`src/hdl/fqs_pkg.sv`:
```
// constants and types for the flash read path and bus wait control
package fqs_pkg;
	// ==========================================================
	// register byte addresses
	localparam logic [31:0] ADDR_RECV   = 32'h0c000008; // received data
	localparam logic [31:0] ADDR_MODE   = 32'h0c000004; // flash_mode_control
	localparam logic [31:0] ADDR_STATUS = 32'h0c000014; // controller_status
	localparam logic [31:0] ADDR_WDATA  = 32'h0c000018; // manual_write_data
	localparam logic [31:0] ADDR_RDATA  = 32'h0c00001c; // manual_read_data
	localparam logic [31:0] ADDR_DUMMY  = 32'h0c000020; // manual_dummy_clocks

	// ==========================================================
	// flash_mode_control layout
	localparam int          MODE_W          = 14;       // stored bits
	localparam logic [13:0] MODE_RESET      = 14'h0000; // all fields clear
	localparam logic [17:0] MODE_PAD        = 18'h00000; // reserved bits
	localparam int          MODE_SPLIT_BIT  = 12;       // burst_split_enable
	localparam int          MODE_DLY_MSB    = 11;       // read_pipe_delay_sel
	localparam int          MODE_DLY_LSB    = 9;
	localparam int          MODE_PIPE_BIT   = 8;        // read_pipe_enable
	localparam int          MODE_EDGE_BIT   = 7;        // sample_edge_select
	localparam int          MODE_NOWAIT_BIT = 6;        // no_wait_state_select
	localparam int          MODE_AUTO_BIT   = 0;        // auto_mode_select
	localparam int          DLY_W           = 3;        // delay field width
	localparam logic [30:0] STATUS_PAD      = 31'h00000000;

	// ==========================================================
	// serial sequence constants
	localparam logic [5:0]  WORD_CLOCKS = 6'h20;  // clocks per word
	localparam logic [5:0]  LAST_CLOCK  = 6'h01;  // final falling edge
	localparam logic [31:0] BEAT_BYTES  = 32'h00000004; // word beat step
	localparam logic [1:0]  HTRANS_SEQ  = 2'h3;   // sequential beat
	localparam logic [31:0] WORD_ZERO   = 32'h00000000;

	// engine operations and states
	typedef enum logic [1:0] {
		OP_FLASH, OP_WRITE, OP_READ, OP_DUMMY
	} fqs_op_t;
	typedef enum logic [2:0] {
		ST_IDLE, ST_GAP, ST_ADDR, ST_XFER, ST_DRAIN, ST_HOLD
	} fqs_state_t;
endpackage

```
`src/hdl/fqs_ctrl.sv`:
```
// flash controller read path, burst mapping and bus wait control
`timescale 1ns/1ns
`default_nettype none
module fqs_ctrl #(
	parameter logic [7:0] DIV_HALF = 8'h02, // clocks per serial half period
	parameter logic [7:0] READ_CMD = 8'h03  // auto read instruction
) (
	// clock and reset
	input  wire logic        clock_in,
	input  wire logic        sys_rst_in,
	// ahb slave
	input  wire logic        hsel_reg_in,
	input  wire logic        hsel_flash_in,
	input  wire logic [31:0] haddr_in,
	input  wire logic [1:0]  htrans_in,
	input  wire logic        hwrite_in,
	input  wire logic [31:0] hwdata_in,
	output logic [31:0]      hrdata_out,
	output logic             hready_out,
	output logic             hresp_out,
	// serial flash pins
	output logic             flash_cs_n_out,
	output logic             flash_sck_out,
	output logic             flash_mosi_out,
	input  wire logic        flash_miso_in
);
	import fqs_pkg::*;

	// ==========================================================
	// state
	typedef struct packed {
		logic [MODE_W-1:0] mode;      // flash_mode_control
		fqs_state_t        st;        // engine state
		fqs_op_t           op;        // current operation
		logic              hready;    // bus ready
		logic [31:0]       hrdata;    // bus read data
		logic              dp_wr;     // write data phase pending
		logic [31:0]       dp_addr;   // address of pending write
		logic              waiting;   // bus stalled on engine
		logic              sck;       // serial clock
		logic              cs_n;      // chip select, active low
		logic              mosi;      // serial out
		logic [7:0]        div;       // half period counter
		logic [5:0]        clk_left;  // clocks left in phase
		logic [31:0]       tx;        // transmit shifter
		logic [31:0]       rx;        // receive shifter
		logic [5:0]        rx_cnt;    // bits received
		logic [31:0]       recv;      // last received word
		logic [31:0]       next_addr; // next sequential beat
		logic [23:0]       start_addr;// address for new command
		logic              sync1;     // input synchroniser stage 1
		logic              sync2;     // input synchroniser stage 2
	} fqs_state_reg_t;
	fqs_state_reg_t s_reg;
	fqs_state_reg_t s_next;

	logic     take;       // address phase accepted
	logic     flash_take; // read of flash window
	logic     cont_take;  // sequential beat continues the burst
	logic     x_rise;     // rising edge in receive phase
	logic     x_fall;     // falling edge in receive phase
	logic     samp;       // selected sample strobe
	logic     samp_bit;   // selected sample data
	logic     drain_done; // word fully received
	logic     busy;       // transfer_busy_flag
	logic     start_man;  // start a manual transfer
	fqs_op_t  start_op;   // its operation
	logic [31:0] start_word; // its transmit word
	logic     p_stb;      // read pipe strobe
	logic     p_dat;      // read pipe data

	wire logic auto_md = s_reg.mode[MODE_AUTO_BIT];
	wire logic split   = s_reg.mode[MODE_SPLIT_BIT];
	wire logic pipe_en = s_reg.mode[MODE_PIPE_BIT];
	wire logic edge_ng = s_reg.mode[MODE_EDGE_BIT];
	wire logic no_wait = s_reg.mode[MODE_NOWAIT_BIT];
	wire logic [DLY_W-1:0] dly = s_reg.mode[MODE_DLY_MSB:MODE_DLY_LSB];

	// address hits one of the manual data registers
	function automatic logic is_man_data(input logic [31:0] a);
		is_man_data = (a == ADDR_WDATA) || (a == ADDR_RDATA) ||
			(a == ADDR_DUMMY);
	endfunction

	// ==========================================================
	// read pipe: delays falling-edge samples by the chosen steps
	fqs_read_pipe #(.DEPTH(8)) u_pipe (
		.clock_in     (clock_in),
		.sys_rst_in   (sys_rst_in),
		.strobe_in    (x_fall),
		.data_in      (s_reg.sync2),
		.delay_sel_in (dly),
		.strobe_out   (p_stb),
		.data_out     (p_dat)
	);

	// ==========================================================
	// next state
	always_comb begin
		s_next     = s_reg;
		x_rise     = 1'b0;
		x_fall     = 1'b0;
		drain_done = 1'b0;
		start_man  = 1'b0;
		start_op   = OP_WRITE;
		start_word = WORD_ZERO;
		busy = (s_reg.st != ST_IDLE) && (s_reg.st != ST_HOLD);
		take = s_reg.hready && htrans_in[1] &&
			(hsel_reg_in || hsel_flash_in);
		flash_take = take && hsel_flash_in && !hwrite_in;
		cont_take = flash_take && auto_md && !split &&
			(s_reg.st == ST_HOLD) && (htrans_in == HTRANS_SEQ) &&
			(haddr_in == s_reg.next_addr);
		// only the second stage is read by logic
		s_next.sync1 = flash_miso_in;
		s_next.sync2 = s_reg.sync1;

		// serial clock: toggles only while a phase is shifting
		if ((s_reg.st == ST_ADDR) || (s_reg.st == ST_XFER)) begin
			if (s_reg.div == DIV_HALF - 8'h01) begin
				s_next.div = 8'h00;
				s_next.sck = ~s_reg.sck;
				if (!s_reg.sck) begin
					// rising edge
					x_rise = (s_reg.st == ST_XFER);
				end else begin
					// falling edge: shift out or end the phase
					x_fall = (s_reg.st == ST_XFER);
					if (s_reg.clk_left == LAST_CLOCK) begin
						s_next.mosi = 1'b0;
						if (s_reg.st == ST_ADDR) begin
							s_next.st       = ST_XFER;
							s_next.clk_left = WORD_CLOCKS;
							s_next.rx_cnt   = 6'h00;
						end else if ((s_reg.op == OP_FLASH) ||
							(s_reg.op == OP_READ)) begin
							s_next.st = ST_DRAIN;
						end else begin
							s_next.st   = ST_IDLE;
							s_next.cs_n = 1'b1;
							if (s_reg.waiting) begin
								s_next.hready  = 1'b1;
								s_next.waiting = 1'b0;
							end
						end
					end else begin
						s_next.clk_left = s_reg.clk_left - 6'h01;
						s_next.tx       = {s_reg.tx[30:0], 1'b0};
						s_next.mosi     = s_reg.tx[30];
					end
				end
			end else begin
				s_next.div = s_reg.div + 8'h01;
			end
		end
		// write and dummy words never sample
		if ((s_reg.op == OP_WRITE) || (s_reg.op == OP_DUMMY)) begin
			x_rise = 1'b0;
			x_fall = 1'b0;
		end

		// sample selection: pipe, else the chosen edge
		if (pipe_en) begin
			samp     = p_stb;
			samp_bit = p_dat;
		end else begin
			samp     = edge_ng ? x_fall : x_rise;
			samp_bit = s_reg.sync2;
		end
		if (samp && (s_reg.rx_cnt != WORD_CLOCKS)) begin
			s_next.rx     = {s_reg.rx[30:0], samp_bit};
			s_next.rx_cnt = s_reg.rx_cnt + 6'h01;
		end

		// drain: delayed samples may arrive after the last edge
		if ((s_reg.st == ST_DRAIN) && (s_reg.rx_cnt == WORD_CLOCKS)) begin
			drain_done  = 1'b1;
			s_next.recv = s_reg.rx;
			if (s_reg.waiting) begin
				s_next.hready  = 1'b1;
				s_next.hrdata  = s_reg.rx;
				s_next.waiting = 1'b0;
			end
			if ((s_reg.op == OP_FLASH) && !split) begin
				s_next.st = ST_HOLD;
			end else begin
				s_next.st   = ST_IDLE;
				s_next.cs_n = 1'b1;
			end
		end

		// gap: chip select high one cycle, then command and address
		if (s_reg.st == ST_GAP) begin
			s_next.st       = ST_ADDR;
			s_next.cs_n     = 1'b0;
			s_next.tx       = {READ_CMD, s_reg.start_addr};
			s_next.mosi     = READ_CMD[7];
			s_next.clk_left = WORD_CLOCKS;
			s_next.div      = 8'h00;
			s_next.sck      = 1'b0;
		end

		// a held burst ends on anything but the next beat
		if ((s_reg.st == ST_HOLD) && s_reg.hready && !cont_take) begin
			s_next.st   = ST_IDLE;
			s_next.cs_n = 1'b1;
		end

		// write data phase
		if (s_reg.dp_wr) begin
			s_next.dp_wr = 1'b0;
			if (s_reg.dp_addr == ADDR_MODE) begin
				s_next.mode = hwdata_in[MODE_W-1:0];
			end else if (is_man_data(s_reg.dp_addr) && !auto_md &&
				!busy) begin
				start_man  = 1'b1;
				start_op   = (s_reg.dp_addr == ADDR_DUMMY) ?
					OP_DUMMY : OP_WRITE;
				start_word = (s_reg.dp_addr == ADDR_DUMMY) ?
					WORD_ZERO : hwdata_in;
			end else if (s_reg.waiting) begin
				// refused while busy: release the bus
				s_next.hready  = 1'b1;
				s_next.waiting = 1'b0;
			end
		end

		// address phase
		if (take) begin
			s_next.hrdata = WORD_ZERO;
			if (flash_take) begin
				if (auto_md) begin
					s_next.hready     = 1'b0;
					s_next.waiting    = 1'b1;
					s_next.op         = OP_FLASH;
					s_next.start_addr = haddr_in[23:0];
					s_next.next_addr  = haddr_in + BEAT_BYTES;
					if (cont_take) begin
						s_next.st       = ST_XFER;
						s_next.clk_left = WORD_CLOCKS;
						s_next.rx_cnt   = 6'h00;
						s_next.div      = 8'h00;
					end else begin
						s_next.st   = ST_GAP;
						s_next.cs_n = 1'b1;
					end
				end
			end else if (hsel_reg_in && hwrite_in) begin
				s_next.dp_wr   = 1'b1;
				s_next.dp_addr = haddr_in;
				if (is_man_data(haddr_in) && !auto_md && !no_wait &&
					(haddr_in != ADDR_RDATA)) begin
					s_next.hready  = 1'b0;
					s_next.waiting = 1'b1;
				end
			end else if (hsel_reg_in) begin
				if (haddr_in == ADDR_MODE) begin
					s_next.hrdata = {MODE_PAD, s_reg.mode};
				end else if (haddr_in == ADDR_STATUS) begin
					s_next.hrdata = {STATUS_PAD, busy};
				end else if ((haddr_in == ADDR_RECV) ||
					(haddr_in == ADDR_RDATA)) begin
					s_next.hrdata = s_reg.recv;
				end
				if ((haddr_in == ADDR_RDATA) && !auto_md && !busy) begin
					start_man = 1'b1;
					start_op  = OP_READ;
					if (!no_wait) begin
						s_next.hready  = 1'b0;
						s_next.waiting = 1'b1;
					end
				end
			end
		end

		// launch a manual word: chip select low for its duration
		if (start_man) begin
			s_next.st       = ST_XFER;
			s_next.op       = start_op;
			s_next.cs_n     = 1'b0;
			s_next.tx       = start_word;
			s_next.mosi     = start_word[31];
			s_next.clk_left = WORD_CLOCKS;
			s_next.rx_cnt   = 6'h00;
			s_next.div      = 8'h00;
			s_next.sck      = 1'b0;
		end
	end

	// register the state
	always_ff @(posedge clock_in) begin
		if (sys_rst_in) begin
			s_reg         <= '0;
			s_reg.mode    <= MODE_RESET;
			s_reg.st      <= ST_IDLE;
			s_reg.op      <= OP_FLASH;
			s_reg.hready  <= 1'b1;
			s_reg.cs_n    <= 1'b1;
		end else begin
			s_reg <= s_next;
		end
	end

	assign hrdata_out     = s_reg.hrdata;
	assign hready_out     = s_reg.hready;
	assign hresp_out      = 1'b0 & s_reg.hready;
	assign flash_cs_n_out = s_reg.cs_n;
	assign flash_sck_out  = s_reg.sck;
	assign flash_mosi_out = s_reg.mosi;
endmodule // fqs_ctrl
`default_nettype wire

```
`src/hdl/fqs_read_pipe.sv`:
```
// read pipe register with programmable sampling delay
`timescale 1ns/1ns
`default_nettype none
module fqs_read_pipe #(
	parameter int DEPTH = 8 // one stage per delay step
) (
	// clock and reset
	input  wire logic                     clock_in,
	input  wire logic                     sys_rst_in,
	// sample strobe and data from the falling serial edge
	input  wire logic                     strobe_in,
	input  wire logic                     data_in,
	input  wire logic [fqs_pkg::DLY_W-1:0] delay_sel_in,
	// delayed sample
	output logic                          strobe_out,
	output logic                          data_out
);
	import fqs_pkg::*;

	// ==========================================================
	// state
	typedef struct packed {
		logic [DEPTH-1:0] stb;  // strobe delay line
		logic [DEPTH-1:0] dat;  // data delay line
		logic             so;   // tapped strobe
		logic             sd;   // tapped data
	} fqs_pipe_t;
	fqs_pipe_t s_reg;
	fqs_pipe_t s_next;

	// shift both lines and take the selected tap
	always_comb begin
		s_next     = s_reg;
		s_next.stb = {s_reg.stb[DEPTH-2:0], strobe_in};
		s_next.dat = {s_reg.dat[DEPTH-2:0], data_in};
		s_next.so  = s_reg.stb[delay_sel_in];
		s_next.sd  = s_reg.dat[delay_sel_in];
	end

	// register the state
	always_ff @(posedge clock_in) begin
		if (sys_rst_in) begin
			s_reg <= '0;
		end else begin
			s_reg <= s_next;
		end
	end

	assign strobe_out = s_reg.so;
	assign data_out   = s_reg.sd;
endmodule // fqs_read_pipe
`default_nettype wire

```
`config.mk`:
```
export PLATFORM = sky130hd
export DESIGN_NAME = fqs_ctrl
export DESIGN_NICKNAME = d
export VERILOG_FILES = /design/src/hdl/fqs_pkg.sv /design/src/hdl/fqs_ctrl.sv /design/src/hdl/fqs_read_pipe.sv
export SDC_FILE = /design/constraint.sdc
export NUM_CORES = 1
export LEC_CHECK = 0
export BUFFER_PORTS_ARGS = -buffer_cell sky130_fd_sc_hd__clkbuf_2
export CORE_MARGIN = 10
export CORE_UTILIZATION = 45
export DETAILED_ROUTE_END_ITERATION = 7
export PLACE_DENSITY = 0.73
export RECOVER_POWER = 50
export SYNTH_ARGS = -nofsm -noshare
export SYNTH_HDL_FRONTEND = slang
export SYNTH_HIERARCHICAL = 1
export SYNTH_SLANG_ARGS = --single-unit
```
`constraint.sdc`:
```
create_clock -name clock_in -period 3.45 [get_ports clock_in]
set_input_delay 0.5175 -clock clock_in [delete_from_list [all_inputs] [get_ports clock_in]]
set_output_delay 0.5175 -clock clock_in [all_outputs]
set_load 0.03 [all_outputs]
```
-- Word-level counts from Yosys, hierarchy flattened
Cells that the tools add are included.
- latch bits: 0
- memories kept: 0
- memory bits (writable): 0
- memory bits (read-only): 0
- word-level logic and storage cells: 250
- bits in registers: 280
- $add $sub $neg: 4
- $lt $le $gt $ge: 1
- shift-type cells: 0
- equality and inequality tests: 27
- bitwise logic cells: 3
- $mul: 0
- reduce and logical (&&, ||, !) cells: 59
- muxes and demuxes: 129
- divide/modulo/power cells: 0
- operators by type and width (kind ; number):
    $eq A32 B28 Y1 const B ; 10
    $mux W32 ; 9
    $mux W33 ; 4
    $mux W48 ; 2
    $mux W6 ; 13
    $mux W38 ; 2
    $mux W72 ; 1
    $mux W1 ; 65
    $mux W65 ; 1
    $mux W14 ; 4
    $mux W50 ; 1
    $add A32 B3 Y32 const B ; 1
    $eq A32 B32 Y1 ; 1
    $ne A32 B28 Y1 const B ; 1
    $mux W3 ; 10
    $logic_and A1 B1 Y1 ; 23
    $mux W2 ; 11
    $reduce_and A3 Y1 ; 4
    $reduce_bool A3 Y1 ; 4
    $reduce_bool A2 Y1 ; 5
    $logic_or A1 B1 Y1 ; 9
    $add A8 B1 Y8 const B ; 1
    $eq A8 B1 Y1 const B ; 1
    $mux W4 ; 2
    23 further kinds ; 38

-- Depth between registers and ports, before layout
Gate-level depths: netlist (run 1).
- word-level depth: 21
- mapped depth: 10

-- Cells and area by module
Netlist (run 1), hierarchy kept.
- by module, submodules not included (module ; seq. area each (um^2) ; cells each ; area each (um^2) ; instances):
    fqs_ctrl ; 5205.0 ; 1561 ; 12145.4 ; 1
    fqs_read_pipe ; 360.3 ; 43 ; 596.8 ; 1

-- Worst setup path before layout (run 1)
Ideal clock, no wire load.
- path type: register -> register
- from: register s_reg, in the netlist hready_out
- to: register s_reg[162] in the netlist's numbering
- library setup time: 0.117 ns
- period minus slack after synthesis: 2.604 ns
- stages on the path, launching flop included: 9
- path buffers: 2
- arrival time: 2.487 ns
- required time: 3.333 ns
- slack: 0.846 ns
- path through: dfxtp_1 > nand2_1 > or3_1 > clkbuf_1 > or4_1 > nor4_4 > or3_1 > buf_2 > nor2_1
- longest elaborated chain between the ends: 13
- elaborated cells between the ends (all ways): 16
- classes of those cells: mux: 6; reduce/logical: 10
- ends and longest elaborated chain (item ; line ; source):
    start: declaration ; fqs_ctrl.sv:54 ; fqs_state_reg_t s_reg;
    start signal: assignment ; fqs_ctrl.sv:300 ; s_reg <= s_next;
    $logic_and A1 B1 Y1 (*) (2 in a row) ; fqs_ctrl.sv:108 ; take = s_reg.hready && htrans_in[1] &&
    $logic_and A1 B1 Y1 (2 in a row) ; fqs_ctrl.sv:110 ; flash_take = take && hsel_flash_in && !hwrite_in;
    $logic_and A1 B1 Y1 (3 in a row) ; fqs_ctrl.sv:111 ; cont_take = flash_take && auto_md && !split &&
    $logic_and A1 B1 Y1 (2 in a row) ; fqs_ctrl.sv:112 ; (s_reg.st == ST_HOLD) && (htrans_in == HTRANS_SEQ) &&
    $mux W14 ; fqs_ctrl.sv:238 ; if (cont_take) begin
    $mux W14 ; fqs_ctrl.sv:232 ; if (auto_md) begin
    $mux W14 ; fqs_ctrl.sv:231 ; if (flash_take) begin
    $mux W14 ; fqs_ctrl.sv:229 ; if (take) begin
Mark *: on every way between the ends. The rest lies on a longest branch, timed or not.
A chain may end at the register's enable or synchronous reset.

-- Worst setup path after layout (run 1)
- from: input port sys_rst_in
- to: register s_reg[92] in the netlist's numbering
- longest elaborated chain between the ends: 1
- ends and longest elaborated chain (item ; line ; source):
    start: declaration ; fqs_ctrl.sv:10 ; input wire logic sys_rst_in,
    $reduce_or A2 Y1 (no source line) ; - ;
Every way passes these cells.

==> metrics, run 1 <==
net switching power 0.001583 W; Clk Latency, worst-skew pair 0.56 ns; commonest non-fill, non-tap cell in the layout nand2_1; Worst-path clk slew 0.06 ns; Layout area overhead 11.26%; WP data arrival 3.50 ns; Clk pwr share 45.0%; post-route cell area 14,180 µm²; DRC viols 0; I/O Buffers 107; RSZ-0062 raised after global routing no; Final ANT Viol Nets 0; post-synthesis register bit count 278; Remaining Overflow, GRT 0; Row Count 61; failing checks capacitance limit, slew limit; Root Buffer clkbuf_16; Sw Share 23.63%; Max Cap Violations 1; Mapped Cells 1,604; HPWL after detailed placement 22.63 mm; Post-synth ARST share 0%; DR vias 11,010; hold_ws 0.1784 ns; # H-tree levels 1; maximum VDD drop 0.3704 mV; total track usage 17.92%; Max Clock Freq 0.3297 GHz; share of total power in combinational logic 6.2%; total power draw 0.006696 W; layout cells sized above 1 11.52%; Num Clock Sinks 278; Max FO, Critical Path 121; Final Hold Viols 0; critical path endpoint category flop; mapped cell area 12,740 µm²; initial antenna violation count 3; worst slew pin tran 2.691 ns; vias in the first global route 10,330; die area 35,450 µm²; TritonCTS clock tree yes; GRT met2 Usage 30.04%; Seq/Total Area, Yosys 43.68%; number of flip-flops in the largest register 216; Die Wd 188.3 µm; Crit Path Class in2reg; Sum Neg Setup Slack 0 ns; Critical Path Start Type primary input; Post-synth top flop dfxtp_1; # resized after CTS 0; Avg Inst Size Synth 7.944 µm²; Mapped Nets 1,686; Post-DP Area 13,310 µm²; first-pass GRT wire length 53.94 mm; DR WL/cell 16.59 µm; number of DRC markers in iteration 0 949; Post-synth EDFFs 0; starting density of the core 45.74%; CTS max path bufs 3; sequential power share 48.8%; Ports 109; largest net degree at the start of global routing 143; Pleak 4.931 nW; GR Util met3 2.843%; post-CTS setup buffer count 0; Required @ worst endpoint 3.92 ns; Non-Filler Instances 2,021; Final Max Tran Viols 121; clock skew 0.02013 ns; first-pass detailed-route iteration total 6; Final Critical Period 3.033 ns; period utilization 87.90%; DR vias/cell 5.450; total core area 27,860 µm²; TritonCTS Buffers 28; pwr/cell area 472.3 nW/µm²; Total Wirelength 33.52 mm; routability cong. 0.9263; final layout net count 1,702; die height 188.3 µm; busiest grt layer met2; Internal 0.005114 W; CTS Hold Bufs 0; commonest non-fill, non-tap cells in the layout nand2_1 (409), dfxtp_1 (278), a21oi_1 (189), nor2_1 (134), clkbuf_2 (71); Rel. slew slack -79.40%; Cells after DPL 1,968; Synth warnings 6; met1 GRT Util 23.24%; setup violators final 0; status finished, violations left; Hold Path Class in2reg; post-synth cell types 66
[critical path, stage by stage]
cell and delay [ns]:
clkbuf_2 1.18, nor4_1 1.34, a21boi_0 0.26
[worst paths after layout]
kind	to	cells past startpoint	start	slack, ns
setup / recovery	s_reg[92]	3	sys_rst_in	0.42
hold / removal	s_next[0]	2	flash_miso_in	0.18
setup reg to reg	s_reg[171]	6	hready_out	0.71
hold reg to reg	s_reg[0]	1	s_next[0]	0.44
[power groups by stage]
stage	logic [W]	registers, W	clock network (W)
floorplan	0.000303	0.00333	0
global placement	0.000410	0.00334	0
detailed placement	0.000415	0.00334	0
CTS	0.000417	0.00327	0.00305
global route	0.000448	0.00327	0.00318
finish	0.000412	0.00327	0.00301
[metal layers]
metal | part of all wire [%] | wire [µm]
met5 | 0 | 0
met4 | 2.4 | 793
met3 | 5.3 | 1774
met2 | 48 | 16230
met1 | 44 | 14730
[metrics by stage]
stage	worst slack [ns]	util [%]
after floorplan	0.8462	-
after global placement	0.6161	47.77
after detailed placement	0.5059	47.77
after CTS	0.7205	51.06
after global routing	0.2674	50.89
final	0.4173	50.89
[layout make-up]
| cell class | count | area, µm² |
|---|---|---|
| inverters | 13 | 48.80 |
| fillers | 2675 | 13680 |
| well taps | 378 | 473.0 |
| clock buffers | 43 | 837.1 |
| clock inverters | 7 | 77.57 |
| diodes | 3 | 7.507 |
| repair buffers | 135 | 750.7 |
| flip-flops and latches | 278 | 5565 |
| multi-input cells | 1164 | 6417 |
[synthesized netlist by cell type, types with 6 or more instances]
cell	count	area [µm²]
nor3_1	15	75.07
nand3_1	26	130.1
or3_1	6	37.54
clkbuf_1	95	356.6
xor2_1	51	446.7
inv_1	13	48.80
a211oi_1	66	495.5
nor2_1	136	510.5
o21ai_0	27	135.1
xnor2_1	18	157.7
nand4_1	19	118.9
buf_4	33	247.7
dfxtp_1	278	5565
nor4b_1	7	61.31
and3_1	9	56.30
and4_1	6	52.55
a211oi_2	25	312.8
and2_1	7	43.79
o21a_1	17	127.6
nor4_1	18	112.6
ha_1	10	125.1
buf_2	15	75.07
nor2b_1	25	156.4
a21oi_1	189	945.9
nand2_1	409	1535
[kinds of logic (layout without fill, tap and decap cells)]
family	after synthesis	after routing	synth area share [%]
fa+ha+maj	10	10	0.9819
mux	8	8	1.149
other cells	1	4	0.02943
simple gates	717	717	25.23
buf+inv	162	198	6.127
compound gates	359	359	18.07
xor+xnor	69	69	4.743
flops	278	278	43.68
Power figures use the tool's default switching activity.
==> run 2, diff against run 1 <==
CORE_ASPECT_RATIO = 1.2   (was not set)
==> run 2 against run 1 <==
Critical path type is now reg2reg. Final cell count barely moved. The run still ends with capacitance limit, slew limit left. Register-to-register slack got worse by 0.15 ns. Combinational power rose by 2%. Sequential share of layout area fell by 0.16 points. Highest routed layer unchanged. Sequential cell count did not move. First-iteration DRC count fell by 11%. Global-route usage rose by 0.40 points. Die area barely moved. Routed wire length rose by 1.1%.
==> metrics, run 2 (synthesized netlist as in run 1, its figures left out) <==
post-CTS setup buffer count 0 (unchanged); Worst-path clk slew 0.06 ns (about the same); DRC viols 0 (unchanged); Row Count 67 (was 61); TritonCTS Buffers 29 (was 28); Non-Filler Instances 2,023 (was 2,021); status finished, violations left (unchanged); Pleak 4.962 nW (was 4.931 nW); RSZ-0062 raised after global routing no (unchanged); TritonCTS clock tree yes (unchanged); Max Clock Freq 0.3455 GHz (was 0.3297 GHz); total track usage 18.32% (was 17.92%); Remaining Overflow, GRT 0 (unchanged); failing checks capacitance limit, slew limit (unchanged); Num Clock Sinks 278 (unchanged); number of flip-flops in the largest register 216 (unchanged); Worst Path Buf+Inv 1 (unchanged); Layout area overhead 11.71% (was 11.26%); period utilization 83.90% (was 87.90%); maximum VDD drop 0.3722 mV (was 0.3704 mV); DR WL/cell 16.75 µm (was 16.59 µm); CTS Hold Bufs 0 (unchanged); die height 204.3 µm (was 188.3 µm); Die Wd 173.6 µm (was 188.3 µm); I/O Buffers 107 (unchanged); Final Hold Viols 0 (unchanged); total power draw 0.006982 W (was 0.006696 W); clock skew 0.01454 ns (was 0.02013 ns); starting density of the core 45.65% (was 45.74%); worst stage delay on the critical path 0.67 ns (was 1.34 ns); Final Critical Period 2.894 ns (was 3.033 ns); Clk Latency, worst-skew pair 0.55 ns (was 0.56 ns); routability cong. 0.9180 (was 0.9263); Max FO, Critical Path 34 (was 121); die area 35,470 µm² (was 35,450 µm²); largest net degree at the start of global routing 119 (was 143); critical path's top delay family simple AND/OR/NAND/NOR gates (unchanged); Sum Neg Setup Slack 0 ns (unchanged); Required @ worst endpoint 3.91 ns (was 3.92 ns); Final Max Tran Viols 236 (was 121); Cells after DPL 1,968 (unchanged); Root Buffer clkbuf_16 (unchanged); WP data arrival 3.36 ns (was 3.50 ns); DR vias/cell 5.444 (was 5.450); Worst Hold Depth 2 (unchanged); Rel. slew slack -71.25% (was -79.40%); HPWL after detailed placement 23.00 mm (was 22.63 mm); critical path's slowest cell o41ai_2 (was nor4_1); final layout net count 1,702 (unchanged); # H-tree levels 1 (unchanged); Max Cap Violations 3 (was 1); number of DRC markers in iteration 0 841 (was 949); commonest non-fill, non-tap cell in the layout nand2_1 (unchanged); first-pass detailed-route iteration total 5 (was 6); sequence of cells on the critical path ha_1, nor4b_1, nand3_1, o41ai_2, and2_1, buf_12, nor2_1, a211oi_1 (was clkbuf_2, nor4_1, a21boi_0); commonest non-fill, non-tap cells in the layout nand2_1 (409), dfxtp_1 (278), a21oi_1 (189), nor2_1 (135), clkbuf_2 (72) (was nand2_1 (409), dfxtp_1 (278), a21oi_1 (189), nor2_1 (134), clkbuf_2 (71)); critical path endpoint category flop (unchanged); WP depth 8 (was 3); Critical Path Start Type flop (was primary input); worst slew pin tran 2.569 ns (was 2.691 ns); Total Wirelength 33.88 mm (was 33.52 mm); Crit Path Class reg2reg (was in2reg); # resized after CTS 0 (unchanged); vias in the first global route 10,640 (was 10,330); CTS max path bufs 3 (unchanged); DR vias 11,010 (about the same); pwr/cell area 490.5 nW/µm² (was 472.3 nW/µm²); Final ANT Viol Nets 0 (unchanged); layout cells sized above 1 11.69% (was 11.52%); total core area 27,920 µm² (was 27,860 µm²); first-pass GRT wire length 54.71 mm (was 53.94 mm); Ports 109 (unchanged); initial antenna violation count 1 (was 3); R2R depth 8 (was 6); setup violators final 0 (unchanged); Hold Path Class in2reg (unchanged); hold_ws 0.1807 ns (was 0.1784 ns)
## run 2: cell count changes in the layout (fill, tap and decap cells not counted), sizes merged
cell / change
bufinv: +3
clkbuf: -2
inv: +2
diode: -2
buf: -5
clkinv: +5
## run 2: layer usage
layer / vias up / track usage [%] / wire (µm)
met5: - / 0 / 0
met4: 0 / 5.992 / 1032
met3: 68 / 3.437 / 1875
met2: 313 / 31.93 / 16370
met1: 5162 / 22.37 / 14610
li1: 5470 / - / -
## run 2: worst paths after layout
kind | startpoint | end | slack, ns
worst max-delay path | s_reg[166] | s_reg[96] | 0.56
worst max register to register | s_reg[166] | s_reg[96] | 0.56
worst min register to register | s_next[0] | s_reg[0] | 0.44
worst min-delay path | flash_miso_in | s_next[0] | 0.18
## run 2: final cells by class
type | instances | area (µm²)
Antenna cell | 1 | 2.502
Clock buffer | 37 | 805.8
Clock inverter | 17 | 214.0
Fill cell | 2664 | 13680
Inverter | 13 | 48.80
Multi-Input combinational cell | 1164 | 6410
Sequential cell | 278 | 5565
Tap cell | 379 | 474.2
Timing Repair Buffer | 134 | 714.4
## run 2: where the power goes
part | internal, W | total (W) | switching [W]
sequential | 0.00325 | 0.00327 | 0.0000220
clock | 0.00196 | 0.00329 | 0.00133
combinational | 0.000127 | 0.000420 | 0.000293
## run 2: per-stage QoR
step	area, µm²	setup slack, ns	utilization (%)
6_report	14230	0.5556	50.99
5_1_grt	14230	0.2727	50.98
4_1_cts	14310	0.5496	51.26
3_5_place_dp	13290	0.4110	47.61
3_3_place_gp	13290	0.4683	47.61
2_1_floorplan	12740	0.8462	-
